## config.mk

```make
export PLATFORM = sky130hd
export DESIGN_NAME = three_channel_pwm_generator
export DESIGN_NICKNAME = d
export VERILOG_FILES = /design/src/core/pwm_gen_pkg.sv /design/src/core/vsync_edge_sync.sv /design/src/core/pwm_channel.sv /design/src/core/three_channel_pwm_generator.sv
export SDC_FILE = /design/constraint.sdc
export NUM_CORES = 1
export LEC_CHECK = 0
export ABC_AREA = 0
export BUFFER_PORTS_ARGS = -buffer_cell sky130_fd_sc_hd__clkbuf_2
export CORE_ASPECT_RATIO = 1.5
export CORE_MARGIN = 10
export CORE_UTILIZATION = 30
export DETAILED_ROUTE_END_ITERATION = 8
export GPL_TIMING_DRIVEN = 1
export MAX_ROUTING_LAYER = met4
export PLACE_DENSITY = 0.46
export SYNTH_ARGS = -nofsm -noshare
export SYNTH_HDL_FRONTEND = slang
export SYNTH_HIERARCHICAL = 1
export SYNTH_SLANG_ARGS = --single-unit
```

## constraint.sdc

```tcl
create_clock -name CLK_SYS -period 2.4 [get_ports CLK_SYS]
set_input_delay 0.24 -clock CLK_SYS [delete_from_list [all_inputs] [get_ports CLK_SYS]]
set_output_delay 0.24 -clock CLK_SYS [all_outputs]
set_load 0.005 [all_outputs]
```

## src/core/pwm_gen_pkg.sv

```systemverilog
// Constants shared by the three-channel pulse generator and its leaf modules.
package pwm_gen_pkg;

	// ----------------------------------------------------------------
	// Channel count and field widths
	// ----------------------------------------------------------------
	localparam int NUM_CH = 3;
	localparam int CNT_W = 12;
	localparam int REF_W = 4;
	localparam int ALIGN_W = 2;
	localparam int IDX_W = 8;
	localparam int ADDR_W = 12;

	// ----------------------------------------------------------------
	// Register indices; the byte address of each is four times its index
	// ----------------------------------------------------------------
	localparam logic [IDX_W-1:0] CH1_PERIOD_LO_IDX = 8'h98;
	localparam logic [IDX_W-1:0] CH1_PERIOD_HI_IDX = 8'h99;
	localparam logic [IDX_W-1:0] CH1_DUTY_LO_IDX = 8'h9A;
	localparam logic [IDX_W-1:0] CH1_DUTY_HI_IDX = 8'h9B;
	localparam logic [IDX_W-1:0] CH1_CTRL_IDX = 8'h9C;
	localparam logic [IDX_W-1:0] CH2_PERIOD_LO_IDX = 8'h9D;
	localparam logic [IDX_W-1:0] CH2_PERIOD_HI_IDX = 8'h9E;
	localparam logic [IDX_W-1:0] CH2_DUTY_LO_IDX = 8'h9F;
	localparam logic [IDX_W-1:0] CH2_DUTY_HI_IDX = 8'hA0;
	localparam logic [IDX_W-1:0] CH2_CTRL_IDX = 8'hA1;
	localparam logic [IDX_W-1:0] CH3_PERIOD_LO_IDX = 8'hA2;
	localparam logic [IDX_W-1:0] CH3_PERIOD_HI_IDX = 8'hA3;
	localparam logic [IDX_W-1:0] CH3_DUTY_LO_IDX = 8'hA4;
	localparam logic [IDX_W-1:0] CH3_DUTY_HI_IDX = 8'hA5;
	localparam logic [IDX_W-1:0] CH3_CTRL_IDX = 8'hA6;
	localparam logic [IDX_W-1:0] STATUS_IDX = 8'hA7;
	localparam logic [IDX_W-1:0] FIRST_IDX = CH1_PERIOD_LO_IDX;
	localparam logic [IDX_W-1:0] LAST_IDX = STATUS_IDX;

	localparam logic [IDX_W-1:0] PERIOD_LO_IDX [NUM_CH] =
		'{CH1_PERIOD_LO_IDX, CH2_PERIOD_LO_IDX, CH3_PERIOD_LO_IDX};
	localparam logic [IDX_W-1:0] PERIOD_HI_IDX [NUM_CH] =
		'{CH1_PERIOD_HI_IDX, CH2_PERIOD_HI_IDX, CH3_PERIOD_HI_IDX};
	localparam logic [IDX_W-1:0] DUTY_LO_IDX [NUM_CH] =
		'{CH1_DUTY_LO_IDX, CH2_DUTY_LO_IDX, CH3_DUTY_LO_IDX};
	localparam logic [IDX_W-1:0] DUTY_HI_IDX [NUM_CH] =
		'{CH1_DUTY_HI_IDX, CH2_DUTY_HI_IDX, CH3_DUTY_HI_IDX};
	localparam logic [IDX_W-1:0] CTRL_IDX [NUM_CH] =
		'{CH1_CTRL_IDX, CH2_CTRL_IDX, CH3_CTRL_IDX};

	// ----------------------------------------------------------------
	// Bit positions inside the byte registers
	// ----------------------------------------------------------------
	localparam int HI_NIBBLE_LSB = 0;
	localparam int REF_LSB = 4;
	localparam int ENABLE_BIT = 0;
	localparam int POLARITY_BIT = 1;
	localparam int ALIGN_LSB = 2;
	localparam int CH2_SELECT_BIT = 4;
	localparam int SRGB_ENABLE_BIT = 5;

	// ----------------------------------------------------------------
	// Reset values per channel
	// ----------------------------------------------------------------
	localparam logic [CNT_W-1:0] PERIOD_RST [NUM_CH] = '{12'h100, 12'h200, 12'h300};
	localparam logic [REF_W-1:0] REF_RST [NUM_CH] = '{4'h1, 4'h3, 4'h0};
	localparam logic [CNT_W-1:0] DUTY_RST [NUM_CH] = '{12'h080, 12'h100, 12'h150};
	localparam logic ENABLE_RST = 1'b1;
	localparam logic POLARITY_RST = 1'b0;
	localparam logic [ALIGN_W-1:0] ALIGN_RST [NUM_CH] = '{2'h0, 2'h3, 2'h3};
	localparam logic CH2_SELECT_RST = 1'b0;
	localparam logic SRGB_ENABLE_RST = 1'b0;

	// ----------------------------------------------------------------
	// Alignment field codes and bus answers
	// ----------------------------------------------------------------
	localparam logic [ALIGN_W-1:0] ALIGN_INPUT_VSYNC = 2'h3;
	localparam logic [ALIGN_W-1:0] ALIGN_OUTPUT_VSYNC = 2'h2;
	localparam logic [1:0] RESP_OKAY = 2'h0;
	localparam logic [1:0] RESP_SLVERR = 2'h2;

endpackage : pwm_gen_pkg

```

## src/core/vsync_edge_sync.sv

```systemverilog
// Two-stage synchroniser with a rising-edge pulse for one vertical sync pin.
`timescale 1ns/1ps
`default_nettype none

module vsync_edge_sync (
	// Clock and reset
	input wire logic clk,
	input wire logic reset,
	// Pin and pulse
	input wire logic pin_in,
	output logic rise_pulse
);

	logic meta_r;
	logic stable_r;
	logic last_r;

	// The first stage feeds only the second one, so a metastable
	// sample never reaches the edge detector.
	always_ff @(posedge clk)
	begin
		if (reset)
		begin
			meta_r <= 1'b0;
			stable_r <= 1'b0;
			last_r <= 1'b0;
		end
		else
		begin
			meta_r <= pin_in;
			stable_r <= meta_r;
			last_r <= stable_r;
		end
	end

	assign rise_pulse = stable_r & ~last_r;

endmodule : vsync_edge_sync

`default_nettype wire

```

## src/core/pwm_channel.sv

```systemverilog
// One pulse-width generator: prescaler, period counter and output stage.
`timescale 1ns/1ps
`default_nettype none

module pwm_channel (
	// Clock and reset
	input wire logic clk,
	input wire logic reset,
	// Settings
	input wire logic enable,
	input wire logic polarity,
	input wire logic [1:0] align,
	input wire logic [11:0] period,
	input wire logic [3:0] ref_count,
	input wire logic [11:0] duty,
	// Sync events
	input wire logic in_vsync_rise,
	input wire logic out_vsync_rise,
	// Waveform
	output logic pwm_out
);

	logic [pwm_gen_pkg::REF_W-1:0] pre_r;
	logic [pwm_gen_pkg::CNT_W-1:0] count_r;
	logic pwm_r;
	logic tick;
	logic restart;

	assign tick = (pre_r == ref_count);
	assign restart = ((align == pwm_gen_pkg::ALIGN_INPUT_VSYNC) && in_vsync_rise)
		|| ((align == pwm_gen_pkg::ALIGN_OUTPUT_VSYNC) && out_vsync_rise); // RULE_05

	// The reference count stretches each counter step to ref_count + 1
	// system clocks, so slow outputs need no wider period field.
	always_ff @(posedge clk)
	begin
		if (reset || !enable) // RULE_03
		begin
			pre_r <= '0;
			count_r <= '0;
		end
		else if (restart) // RULE_08
		begin
			pre_r <= '0;
			count_r <= '0;
		end
		else if (tick) // RULE_01
		begin
			pre_r <= '0;
			count_r <= (count_r >= period) ? '0 : count_r + 12'h001; // RULE_08
		end
		else
		begin
			pre_r <= pre_r + 4'h1;
		end
	end

	always_ff @(posedge clk)
	begin
		if (reset)
			pwm_r <= 1'b0;
		else
			pwm_r <= (enable && (count_r < duty)) ^ polarity; // RULE_02 RULE_04
	end

	assign pwm_out = pwm_r;

endmodule : pwm_channel

`default_nettype wire

```

## src/core/three_channel_pwm_generator.sv

```systemverilog
// Three-channel pulse-width generator with an AXI4-Lite register slave.
// Function
// RULE_01: 12-bit period and 4-bit reference count set period.
// RULE_02: 12-bit duty count sets active cycles.
// RULE_03: Per-channel enable bit, resets to one.
// RULE_04: Polarity bit inverts the channel output.
// RULE_05: Align field picks input, output or no vsync.
// RULE_06: Select bit puts inverted channel one on output two.
// RULE_07: Separate SRGB enable bit, resets to zero.
// RULE_08: Counter wraps at period, active below duty.
`timescale 1ns/1ps
`default_nettype none

module three_channel_pwm_generator (
	// Clock and reset
	input wire logic CLK_SYS,
	input wire logic RESET,
	// AXI4-Lite write address
	input wire logic [11:0] AWADDR,
	input wire logic AWVALID,
	output logic AWREADY,
	// AXI4-Lite write data
	input wire logic [31:0] WDATA,
	input wire logic [3:0] WSTRB,
	input wire logic WVALID,
	output logic WREADY,
	// AXI4-Lite write response
	output logic [1:0] BRESP,
	output logic BVALID,
	input wire logic BREADY,
	// AXI4-Lite read address
	input wire logic [11:0] ARADDR,
	input wire logic ARVALID,
	output logic ARREADY,
	// AXI4-Lite read data
	output logic [31:0] RDATA,
	output logic [1:0] RRESP,
	output logic RVALID,
	input wire logic RREADY,
	// Vertical sync pins
	input wire logic IN_VSYNC,
	input wire logic OUT_VSYNC,
	// Pulse outputs
	output logic PWM_OUT1,
	output logic PWM_OUT2,
	output logic PWM_OUT3,
	output logic SRGB_PWM_ENABLE
);

	localparam int N = pwm_gen_pkg::NUM_CH;
	localparam int IW = pwm_gen_pkg::IDX_W;

	// ----------------------------------------------------------------
	// Settings held per channel
	// ----------------------------------------------------------------
	logic [pwm_gen_pkg::CNT_W-1:0] period_r [N];
	logic [pwm_gen_pkg::REF_W-1:0] ref_r [N];
	logic [pwm_gen_pkg::CNT_W-1:0] duty_r [N];
	logic enable_r [N];
	logic polarity_r [N];
	logic [pwm_gen_pkg::ALIGN_W-1:0] align_r [N];
	logic ch2_select_r;
	logic srgb_enable_r;

	// ----------------------------------------------------------------
	// Bus state
	// ----------------------------------------------------------------
	logic aw_got_r;
	logic [pwm_gen_pkg::ADDR_W-1:0] awaddr_r;
	logic w_got_r;
	logic [31:0] wdata_r;
	logic [3:0] wstrb_r;
	logic bvalid_r;
	logic [1:0] bresp_r;
	logic rvalid_r;
	logic [31:0] rdata_r;
	logic [1:0] rresp_r;
	logic write_go;
	logic [IW-1:0] wr_idx;
	logic wr_hit;
	logic wr_byte;
	logic [7:0] wr_data;
	logic [IW-1:0] rd_idx;
	logic rd_hit;
	logic [7:0] rd_byte;

	// ----------------------------------------------------------------
	// Waveform signals
	// ----------------------------------------------------------------
	logic in_vsync_rise;
	logic out_vsync_rise;
	logic ch_out [N];
	logic out1_r;
	logic out2_r;
	logic out3_r;

	// ----------------------------------------------------------------
	// Address decode
	// ----------------------------------------------------------------
	function automatic logic idx_mapped(input logic [pwm_gen_pkg::ADDR_W-1:0] addr);
		logic [IW-1:0] idx;
		idx = addr[IW+1:2];
		idx_mapped = (addr[pwm_gen_pkg::ADDR_W-1:IW+2] == '0)
			&& (idx >= pwm_gen_pkg::FIRST_IDX) && (idx <= pwm_gen_pkg::LAST_IDX);
	endfunction : idx_mapped

	assign wr_idx = awaddr_r[IW+1:2];
	assign wr_hit = idx_mapped(awaddr_r);
	assign write_go = aw_got_r && w_got_r && !bvalid_r;
	// Only the low byte lane carries register data; other lanes are ignored.
	assign wr_byte = write_go && wr_hit && wstrb_r[0];
	assign wr_data = wdata_r[7:0];
	assign rd_idx = ARADDR[IW+1:2];
	assign rd_hit = idx_mapped(ARADDR);

	// ----------------------------------------------------------------
	// Write channels
	// ----------------------------------------------------------------
	// Address and data are caught independently, in either order; the
	// register update and response follow once both are held.
	assign AWREADY = !aw_got_r;
	assign WREADY = !w_got_r;

	always_ff @(posedge CLK_SYS)
	begin
		if (RESET)
		begin
			aw_got_r <= 1'b0;
			awaddr_r <= '0;
		end
		else if (AWVALID && !aw_got_r)
		begin
			aw_got_r <= 1'b1;
			awaddr_r <= AWADDR;
		end
		else if (write_go)
		begin
			aw_got_r <= 1'b0;
		end
	end

	always_ff @(posedge CLK_SYS)
	begin
		if (RESET)
		begin
			w_got_r <= 1'b0;
			wdata_r <= '0;
			wstrb_r <= '0;
		end
		else if (WVALID && !w_got_r)
		begin
			w_got_r <= 1'b1;
			wdata_r <= WDATA;
			wstrb_r <= WSTRB;
		end
		else if (write_go)
		begin
			w_got_r <= 1'b0;
		end
	end

	always_ff @(posedge CLK_SYS)
	begin
		if (RESET)
		begin
			bvalid_r <= 1'b0;
			bresp_r <= pwm_gen_pkg::RESP_OKAY;
		end
		else if (write_go)
		begin
			bvalid_r <= 1'b1;
			bresp_r <= wr_hit ? pwm_gen_pkg::RESP_OKAY : pwm_gen_pkg::RESP_SLVERR;
		end
		else if (BREADY)
		begin
			bvalid_r <= 1'b0;
		end
	end

	assign BVALID = bvalid_r;
	assign BRESP = bresp_r;

	// ----------------------------------------------------------------
	// Channel settings
	// ----------------------------------------------------------------
	always_ff @(posedge CLK_SYS)
	begin
		for (int c = 0; c < N; c++)
		begin
			if (RESET)
			begin
				period_r[c] <= pwm_gen_pkg::PERIOD_RST[c];
				ref_r[c] <= pwm_gen_pkg::REF_RST[c];
				duty_r[c] <= pwm_gen_pkg::DUTY_RST[c];
				enable_r[c] <= pwm_gen_pkg::ENABLE_RST; // RULE_03
				polarity_r[c] <= pwm_gen_pkg::POLARITY_RST;
				align_r[c] <= pwm_gen_pkg::ALIGN_RST[c];
			end
			else if (wr_byte)
			begin
				if (wr_idx == pwm_gen_pkg::PERIOD_LO_IDX[c])
					period_r[c][7:0] <= wr_data; // RULE_01
				if (wr_idx == pwm_gen_pkg::PERIOD_HI_IDX[c])
				begin
					period_r[c][11:8] <= wr_data[pwm_gen_pkg::HI_NIBBLE_LSB +: 4];
					ref_r[c] <= wr_data[pwm_gen_pkg::REF_LSB +: 4]; // RULE_01
				end
				if (wr_idx == pwm_gen_pkg::DUTY_LO_IDX[c])
					duty_r[c][7:0] <= wr_data; // RULE_02
				if (wr_idx == pwm_gen_pkg::DUTY_HI_IDX[c])
					duty_r[c][11:8] <= wr_data[pwm_gen_pkg::HI_NIBBLE_LSB +: 4];
				if (wr_idx == pwm_gen_pkg::CTRL_IDX[c])
				begin
					enable_r[c] <= wr_data[pwm_gen_pkg::ENABLE_BIT]; // RULE_03
					polarity_r[c] <= wr_data[pwm_gen_pkg::POLARITY_BIT]; // RULE_04
					align_r[c] <= wr_data[pwm_gen_pkg::ALIGN_LSB +: 2]; // RULE_05
				end
			end
		end
	end

	// The routing and SRGB bits share the first channel's control byte.
	always_ff @(posedge CLK_SYS)
	begin
		if (RESET)
		begin
			ch2_select_r <= pwm_gen_pkg::CH2_SELECT_RST;
			srgb_enable_r <= pwm_gen_pkg::SRGB_ENABLE_RST; // RULE_07
		end
		else if (wr_byte && (wr_idx == pwm_gen_pkg::CH1_CTRL_IDX))
		begin
			ch2_select_r <= wr_data[pwm_gen_pkg::CH2_SELECT_BIT]; // RULE_06
			srgb_enable_r <= wr_data[pwm_gen_pkg::SRGB_ENABLE_BIT]; // RULE_07
		end
	end

	// ----------------------------------------------------------------
	// Read path
	// ----------------------------------------------------------------
	// Unused and reserved bits read as zero.
	always_comb
	begin
		rd_byte = 8'h00;
		for (int c = 0; c < N; c++)
		begin
			if (rd_idx == pwm_gen_pkg::PERIOD_LO_IDX[c])
				rd_byte = period_r[c][7:0];
			if (rd_idx == pwm_gen_pkg::PERIOD_HI_IDX[c])
				rd_byte = {ref_r[c], period_r[c][11:8]};
			if (rd_idx == pwm_gen_pkg::DUTY_LO_IDX[c])
				rd_byte = duty_r[c][7:0];
			if (rd_idx == pwm_gen_pkg::DUTY_HI_IDX[c])
				rd_byte = {4'h0, duty_r[c][11:8]};
			if (rd_idx == pwm_gen_pkg::CTRL_IDX[c])
				rd_byte = {4'h0, align_r[c], polarity_r[c], enable_r[c]};
		end
		if (rd_idx == pwm_gen_pkg::CH1_CTRL_IDX)
		begin
			rd_byte[pwm_gen_pkg::CH2_SELECT_BIT] = ch2_select_r;
			rd_byte[pwm_gen_pkg::SRGB_ENABLE_BIT] = srgb_enable_r;
		end
		if (rd_idx == pwm_gen_pkg::STATUS_IDX)
			rd_byte = {5'h00, PWM_OUT3, PWM_OUT2, PWM_OUT1};
	end

	assign ARREADY = !rvalid_r;

	always_ff @(posedge CLK_SYS)
	begin
		if (RESET)
		begin
			rvalid_r <= 1'b0;
			rdata_r <= '0;
			rresp_r <= pwm_gen_pkg::RESP_OKAY;
		end
		else if (ARVALID && !rvalid_r)
		begin
			rvalid_r <= 1'b1;
			rdata_r <= rd_hit ? {24'h000000, rd_byte} : 32'h00000000;
			rresp_r <= rd_hit ? pwm_gen_pkg::RESP_OKAY : pwm_gen_pkg::RESP_SLVERR;
		end
		else if (RREADY)
		begin
			rvalid_r <= 1'b0;
		end
	end

	assign RVALID = rvalid_r;
	assign RDATA = rdata_r;
	assign RRESP = rresp_r;

	// ----------------------------------------------------------------
	// Vertical sync pins
	// ----------------------------------------------------------------
	vsync_edge_sync u_in_vsync (
		.clk(CLK_SYS),
		.reset(RESET),
		.pin_in(IN_VSYNC),
		.rise_pulse(in_vsync_rise)
	);

	vsync_edge_sync u_out_vsync (
		.clk(CLK_SYS),
		.reset(RESET),
		.pin_in(OUT_VSYNC),
		.rise_pulse(out_vsync_rise)
	);

	// ----------------------------------------------------------------
	// Generators
	// ----------------------------------------------------------------
	for (genvar g = 0; g < N; g++)
	begin : gen_ch
		pwm_channel u_ch (
			.clk(CLK_SYS),
			.reset(RESET),
			.enable(enable_r[g]),
			.polarity(polarity_r[g]),
			.align(align_r[g]),
			.period(period_r[g]),
			.ref_count(ref_r[g]),
			.duty(duty_r[g]),
			.in_vsync_rise(in_vsync_rise),
			.out_vsync_rise(out_vsync_rise),
			.pwm_out(ch_out[g])
		);
	end

	// ----------------------------------------------------------------
	// Output routing
	// ----------------------------------------------------------------
	// The second pin may carry the complement of the first channel, which
	// gives a matched push-pull pair without a second generator setup.
	// All three pins are retimed here, so the routing mux cannot glitch a
	// pin and the three pins keep the same latency.
	always_ff @(posedge CLK_SYS)
	begin
		if (RESET)
		begin
			out1_r <= 1'b0;
			out2_r <= 1'b0;
			out3_r <= 1'b0;
		end
		else
		begin
			out1_r <= ch_out[0];
			out2_r <= ch2_select_r ? !ch_out[0] : ch_out[1]; // RULE_06
			out3_r <= ch_out[2];
		end
	end

	assign PWM_OUT1 = out1_r;
	assign PWM_OUT2 = out2_r;
	assign PWM_OUT3 = out3_r;
	assign SRGB_PWM_ENABLE = srgb_enable_r; // RULE_07

endmodule : three_channel_pwm_generator

`default_nettype wire

```

==> results of run 1 <==
==> worst max-delay path by stage <==
stage	startpoint	endpoint	slack, ns
floorplan	BVALID	enable_r[0]	0.34
global placement	awaddr_r[8]	period_r[2][11]	0.12
detailed placement	awaddr_r[8]	ref_r[2][3]	0.07
CTS	awaddr_r[8]	ref_r[2][3]	0.03
global route	awaddr_r[8]	duty_r[1][7]	0.01
finish	awaddr_r[8]	duty_r[1][7]	0.13
==> layer usage <==
layer	up-vias	GRT usage [%]	share of wire, %
met1	4125	16.24	39
met5	-	-	0
met4	0	9.859	5.3
li1	4214	-	-
met2	229	28.59	53
met3	70	1.625	3.0
==> layout make-up <==
cell class	count	area share, %
Antenna cell	1	0.01966
Clock buffer	21	3.873
Clock inverter	11	0.7372
Inverter	98	2.890
Multi-Input combinational cell	806	42.66
Sequential cell	191	37.51
Tap cell	478	4.699
Timing Repair Buffer	137	7.608
==> synth_stat cells, types with 18 or more instances <==
cell / number
nor2_1: 117
nand2_1: 106
inv_1: 97
dfxtp_1: 96
edfxtp_1: 95
ha_1: 75
a21oi_1: 64
xnor2_1: 48
a21oi_2: 30
buf_4: 26
nand3_1: 26
nor2b_1: 26
o21ai_0: 25
clkbuf_1: 23
nand4_1: 19
buf_2: 18
==> worst reg2reg max path: cells and delay by family, from the launching register on <==
kind | cells | cell delay [ns]
flip-flops | 1 | 0.36
AO/OA/AOI/OAI | 1 | 0.21
AND/OR/NAND/NOR | 4 | 1.37
==> cells in the final DEF (no fill, tap or decap), drive strengths merged, types with 12 or more instances in the layout <==
master,count
nor2b,28
dfxtp,96
nand2b,16
xnor2,48
a21oi,94
inv,104
conb,26
dlygate4sd3,12
or3,15
mux2,17
nand3,26
nand4,20
ha,75
edfxtp,95
nor3,20
clkbuf,77
nor2,117
buf,69
nor4,15
o21ai,31
nand2,107
==> cells by family (layout without fill, tap and decap cells) <==
| kind of cell | after synthesis | after routing | share of synthesized area (%) |
|---|---|---|---|
| other | 1 | 27 | 0.03445 |
| XOR/XNOR | 51 | 51 | 4.103 |
| multiplexers | 26 | 26 | 2.690 |
| flip-flops | 191 | 191 | 43.86 |
| AO/OA/AOI/OAI | 214 | 214 | 14.24 |
| AND/OR/NAND/NOR | 414 | 414 | 19.31 |
| buffers and inverters | 169 | 267 | 7.138 |
| adder cells (fa/ha/maj) | 75 | 75 | 8.621 |
==> power groups by stage <==
stage          Clock [mW]  Sequential, mW  Combinational [mW]
2_1_floorplan           0            3.66               0.498
3_3_place_gp            0            3.71               0.740
3_5_place_dp            0            3.71               0.746
4_1_cts              2.94            3.64               0.766
5_1_grt              3.03            3.65               0.845
6_report             2.87            3.63               0.764
==> through the flow <==
stage | cells | cell area, um^2 | power, mW | hold slack, ns | util (%)
final | 1743 | 12730 | 7.267 | 0.005893 | 35.51
after global routing | 1743 | 12730 | 7.518 | 0.01551 | 35.51
after CTS | 1741 | 12720 | 7.338 | 0.006170 | 35.48
after detailed placement | 1697 | 12010 | 4.456 | 0.4217 | 33.51
after global placement | 1697 | 12010 | 4.449 | 0.4218 | 33.51
after floorplan | 1166 | 10980 | 4.154 | 0.3116 | -
==> registers in the layout (all words and copies together), names as in the netlist, 3 cells and up <==
signal               count
duty_r                  36
period_r                36
RDATA                    8
enable_r                 3
gen_ch.u_ch/count_r     36
wdata_r                  8
ref_r                   12
polarity_r               3
gen_ch.u_ch/pwm_out      3
gen_ch.u_ch/pre_r       12
align_r                  6
awaddr_r                10
==> repair_timing <==
item,CTS,global route
hold endpoints to repair,12,0
resized for setup,0,1
endpoints found under the setup margin,0,9
hold buffers,12,0
buffers inserted,0,1
==> flow_summary.ini, run 1 <==
[synthesis]
ys.flop_type = dfxtp_1
synth_top_area_share_pct = 26.21
synth_area_leader_cell = edfxtp_1
yosys_warnings = 6
syn_avg_cell_area_um2 = 9.540
ys_seq_elements = 191
ys_seq_area_share_pct = 43.86
synthCells = 1141
yosysUniqueCellTypes = 74
synth_edf_count = 95
async_flop_share_pct = 0
yosys-top-cells-area = edfxtp_1, dfxtp_1, ha_1
syn_area_um2 = 10890

[route]
first_pass_iters = 5
wl_per_cell_um = 19.66
avgViaCountPerCell = 4.956
ant_nets = 0
first_iter_violations = 508
vias = 8638
drc_errors = 0
wirelength_um = 34270

[power]
clkPwrFrac_pct = 39.5
leakagePower_nw = 4.962
switchingPower_mw = 1.945
comb_power_share_pct = 10.5
p_int_mw = 5.322
power_density_nw_per_um2 = 570.9
p_seq_share_pct = 50.0
peakVddDrop_mv = 0.5246
switching_share_pct = 26.76

[final_layout]
final_nets = 1395
multi_input_area_um2 = 5430
area_delta_synth_final_pct = 16.93
drive_above_1_share_pct = 17.88
nFillCells = 3696
final-seq-area_um2 = 4775

[place]
dp_hpwl_um = 26750
portBuffers = 56
place.gp.congestion = 0.9096
place_ws_ns = 0.06704

[floorplanning]
die_area_um2 = 44460
pin_count = 114
row_count = 85
fp.dieH_um = 253.3
core-area_um2 = 35840
fp.dieW_um = 175.5
start_util_pct = 30.37

[clock_tree]
cts_buffer_depth = 2
cts_buffers = 17
clk_latency_ns = 0.46
htree_num_levels = 4
cts_tree = yes
clk_pin_slew_ns = 0.07
cts_root_buf = clkbuf_16
clock-sinks = 191

[global_routing]
grt_pass1_wl_um = 52120
grt_overflow = 0
antenna_found_initial = 1
grt_pass1_vias = 8939
grt_start_max_net_pins = 37
grt_use_total_pct = 15.86

[worst_hold_path]
hp-class = in2reg
min-delay-start = OUT_VSYNC
min_to = u_out_vsync/meta_r
min_delay_path_depth = 2

[timing]
tightestPinTransition_ns = 0.8140
hold_viol_final = 0
clock-skew-final_ns = 0.009715
layout_setup_ws_ns = 0.1277
tns_ns = 0
maxSlewHeadroom_pct = 45.73
fin_crit_sh_pct = 94.68
grt_setup_unrepaired = false
min_period_ns = 2.272
finalSetupViolCount = 0
slew_violations = 0
fmax_ghz = 0.4401

[setup_path]
reg2reg_to = duty_r[1][7]
crit_slowest_cell = nor3_2
crit_buf_inv = 0
crit_chain = nor4b_2, o21ai_2, nor3_2, nand3_1, nand2_1
cp_data_arrival_time_ns = 2.39
crit_required_ns = 2.52
endpoint_kind = flop
cp_top_family = simple AND/OR/NAND/NOR gates
worstSetupPathType = reg2reg
worst-path-stages = 5
cpPeakStageDelay_ns = 0.40
critPathMaxFanout = 8
ff2ff_path_depth = 5
rrSetupSlack_ns = 0.13
cp-start-kind = flop
r2r_start = awaddr_r[8]

[status]
status = completed

[run]
cap_violations = 0
Power figures use the tool's default switching activity.
==> run 2, diff against run 1 <==
CORE_ASPECT_RATIO = 1.25   (was 1.5)
CORE_MARGIN = 2   (was 10)
==> run 2 against run 1 <==
  * Global-route usage up 2.0 points
  * Final area down 0.34%
  * Flip-flop and latch count unchanged
  * Count of clock-buffer cells in the layout down 1
  * Clock power about the same
  * Non-clock buffer count down 1
  * Sequential share of layout area up 0.13 points
  * Via count down 0.60%
  * Clock skew down 0.0015 ns
  * Die area down 15%
  * Combinational power down 4.5%
  * Critical endpoint is now duty_r[1][8]
  * Highest routed layer unchanged
==> flow_summary.ini, run 2 (synthesized netlist as in run 1, its figures left out) <==
[clock_tree]
clock-sinks = 191
cts_tree = yes
cts_buffers = 17
cts_root_buf = clkbuf_16
clk_latency_ns = 0.46
cts_buffer_depth = 2
htree_num_levels = 4
clk_pin_slew_ns = 0.07

[timing]
fmax_ghz = 0.4557
maxSlewHeadroom_pct = 46.69
fin_crit_sh_pct = 91.44
tns_ns = 0
min_period_ns = 2.194
clock-skew-final_ns = 0.008182
finalSetupViolCount = 0
whs_ns = 0.004403
slew_violations = 0
tightestPinTransition_ns = 0.7995
grt_setup_unrepaired = false
hold_viol_final = 0

[setup_path]
crit_start = awaddr_r[5]
cp-start-kind = flop
worstSetupPathType = reg2reg
crit_required_ns = 2.61
crit_chain = or4b_4, a2111oi_4, buf_4, nand2_1, or3_1
cpPeakStageDelay_ns = 0.60
critPathMaxFanout = 6
cp_data_arrival_time_ns = 2.40
ff2ff_path_depth = 5
crit_slowest_cell = or4b_4
endpoint_kind = flop
endpoint = duty_r[1][8]
rrSetupSlack_ns = 0.21
reg2reg_to = duty_r[1][8]
r2r_start = awaddr_r[5]

[route]
first_iter_violations = 569
vias = 8586
wl_per_cell_um = 18.36
ant_nets = 0
wirelength_um = 32000
first_pass_iters = 6
drc_errors = 0
avgViaCountPerCell = 4.926

[floorplanning]
start_util_pct = 30.23
die_area_um2 = 37830
fp.dieW_um = 174.4
row_count = 78
core-area_um2 = 36010
pin_count = 114
fp.dieH_um = 217.0

[place]
portBuffers = 56
place.gp.congestion = 0.9111
dp_hpwl_um = 24760

[global_routing]
antenna_found_initial = 0
grt_pass1_vias = 8496
grt_pass1_wl_um = 49290
grt_start_max_net_pins = 29
grt_overflow = 0
grt_use_total_pct = 17.84

[run]
cap_violations = 0

[final_layout]
layout_common_cells = nor2_1, nand2_1, inv_1, dfxtp_1, edfxtp_1
area_delta_synth_final_pct = 16.53
final_nets = 1394
utilization_pct = 35.22
reg_top3 = duty_r (36), gen_ch.u_ch/count_r (36), period_r (36)
nFillCells = 3772
drive_above_1_share_pct = 17.58
final_common_cell = nor2_1
diodes = 0

[worst_hold_path]
hp-class = in2reg
min_delay_path_depth = 3

[power]
peakVddDrop_mv = 0.3804
leakagePower_nw = 4.930
power_density_nw_per_um2 = 570.2

[status]
status = completed
[run 2: layout make-up]
type / instances / area, um^2 / area share (%)
multi-input combinational: 806 / 5430 / 42.81
clock inverter: 12 / 136.4 / 1.075
clock buffer: 20 / 436.7 / 3.442
sequential: 191 / 4775 / 37.64
inverter: 98 / 367.9 / 2.900
timing repair buffer: 136 / 938.4 / 7.398
tap: 480 / 600.6 / 4.735
[run 2: worst min path at each step]
stage,start,to,slack (ns)
2_1_floorplan,RESET,u_in_vsync/last_r,0.31
3_3_place_gp,gen_ch[2].u_ch/pwm_out,PWM_OUT3,0.42
3_5_place_dp,gen_ch[2].u_ch/pwm_out,PWM_OUT3,0.43
4_1_cts,AWADDR[8],awaddr_r[8],0.0005
5_1_grt,AWADDR[8],awaddr_r[8],0.02
6_report,AWADDR[8],awaddr_r[8],0.004
[run 2: per-stage QoR]
step | std cells | instance area (um^2) | total power, mW | setup WS, ns
after floorplan | 1166 | 10980 | 4.154 | 0.3385
after global placement | 1697 | 11970 | 4.421 | 0.1570
after detailed placement | 1697 | 11970 | 4.428 | 0.1239
after CTS | 1742 | 12670 | 7.307 | 0.09579
after global routing | 1743 | 12680 | 7.513 | 0.02804
final | 1743 | 12680 | 7.232 | 0.2055
[run 2: power by group]
| part | switching, mW | internal (mW) | total, mW | leakage, nW |
|---|---|---|---|---|
| sequential | 0.116 | 3.52 | 3.64 | 1.70 |
| clock | 1.32 | 1.54 | 2.87 | 0.271 |
| combinational | 0.444 | 0.286 | 0.730 | 2.96 |
| total | 1.88 | 5.35 | 7.23 | 4.93 |
[run 2: per-layer routing]
metal / wire (um) / track usage, % / vias up
met5: 0 / - / -
li1: - / - / 4214
met1: 13430 / 20.64 / 4095
met2: 16320 / 30.97 / 214
met3: 1089 / 1.992 / 63
met4: 1155 / 8.263 / 0
[run 2: critical path: cells and delay by family, from the launching register on]
family	cells	cell delay [ns]
AO/OA/AOI/OAI	1	0.32
AND/OR/NAND/NOR	3	1.07
flip-flops	1	0.36
buffers and inverters	1	0.20
[run 2: timing repair]
| item | in CTS | in global routing |
|---|---|---|
| hold buffers | 13 | 0 |
| endpoints found under the setup margin | 0 | 9 |
| endpoints found under the hold margin | 13 | 0 |
| setup buffers | 0 | 1 |
| resized for setup | 0 | 1 |
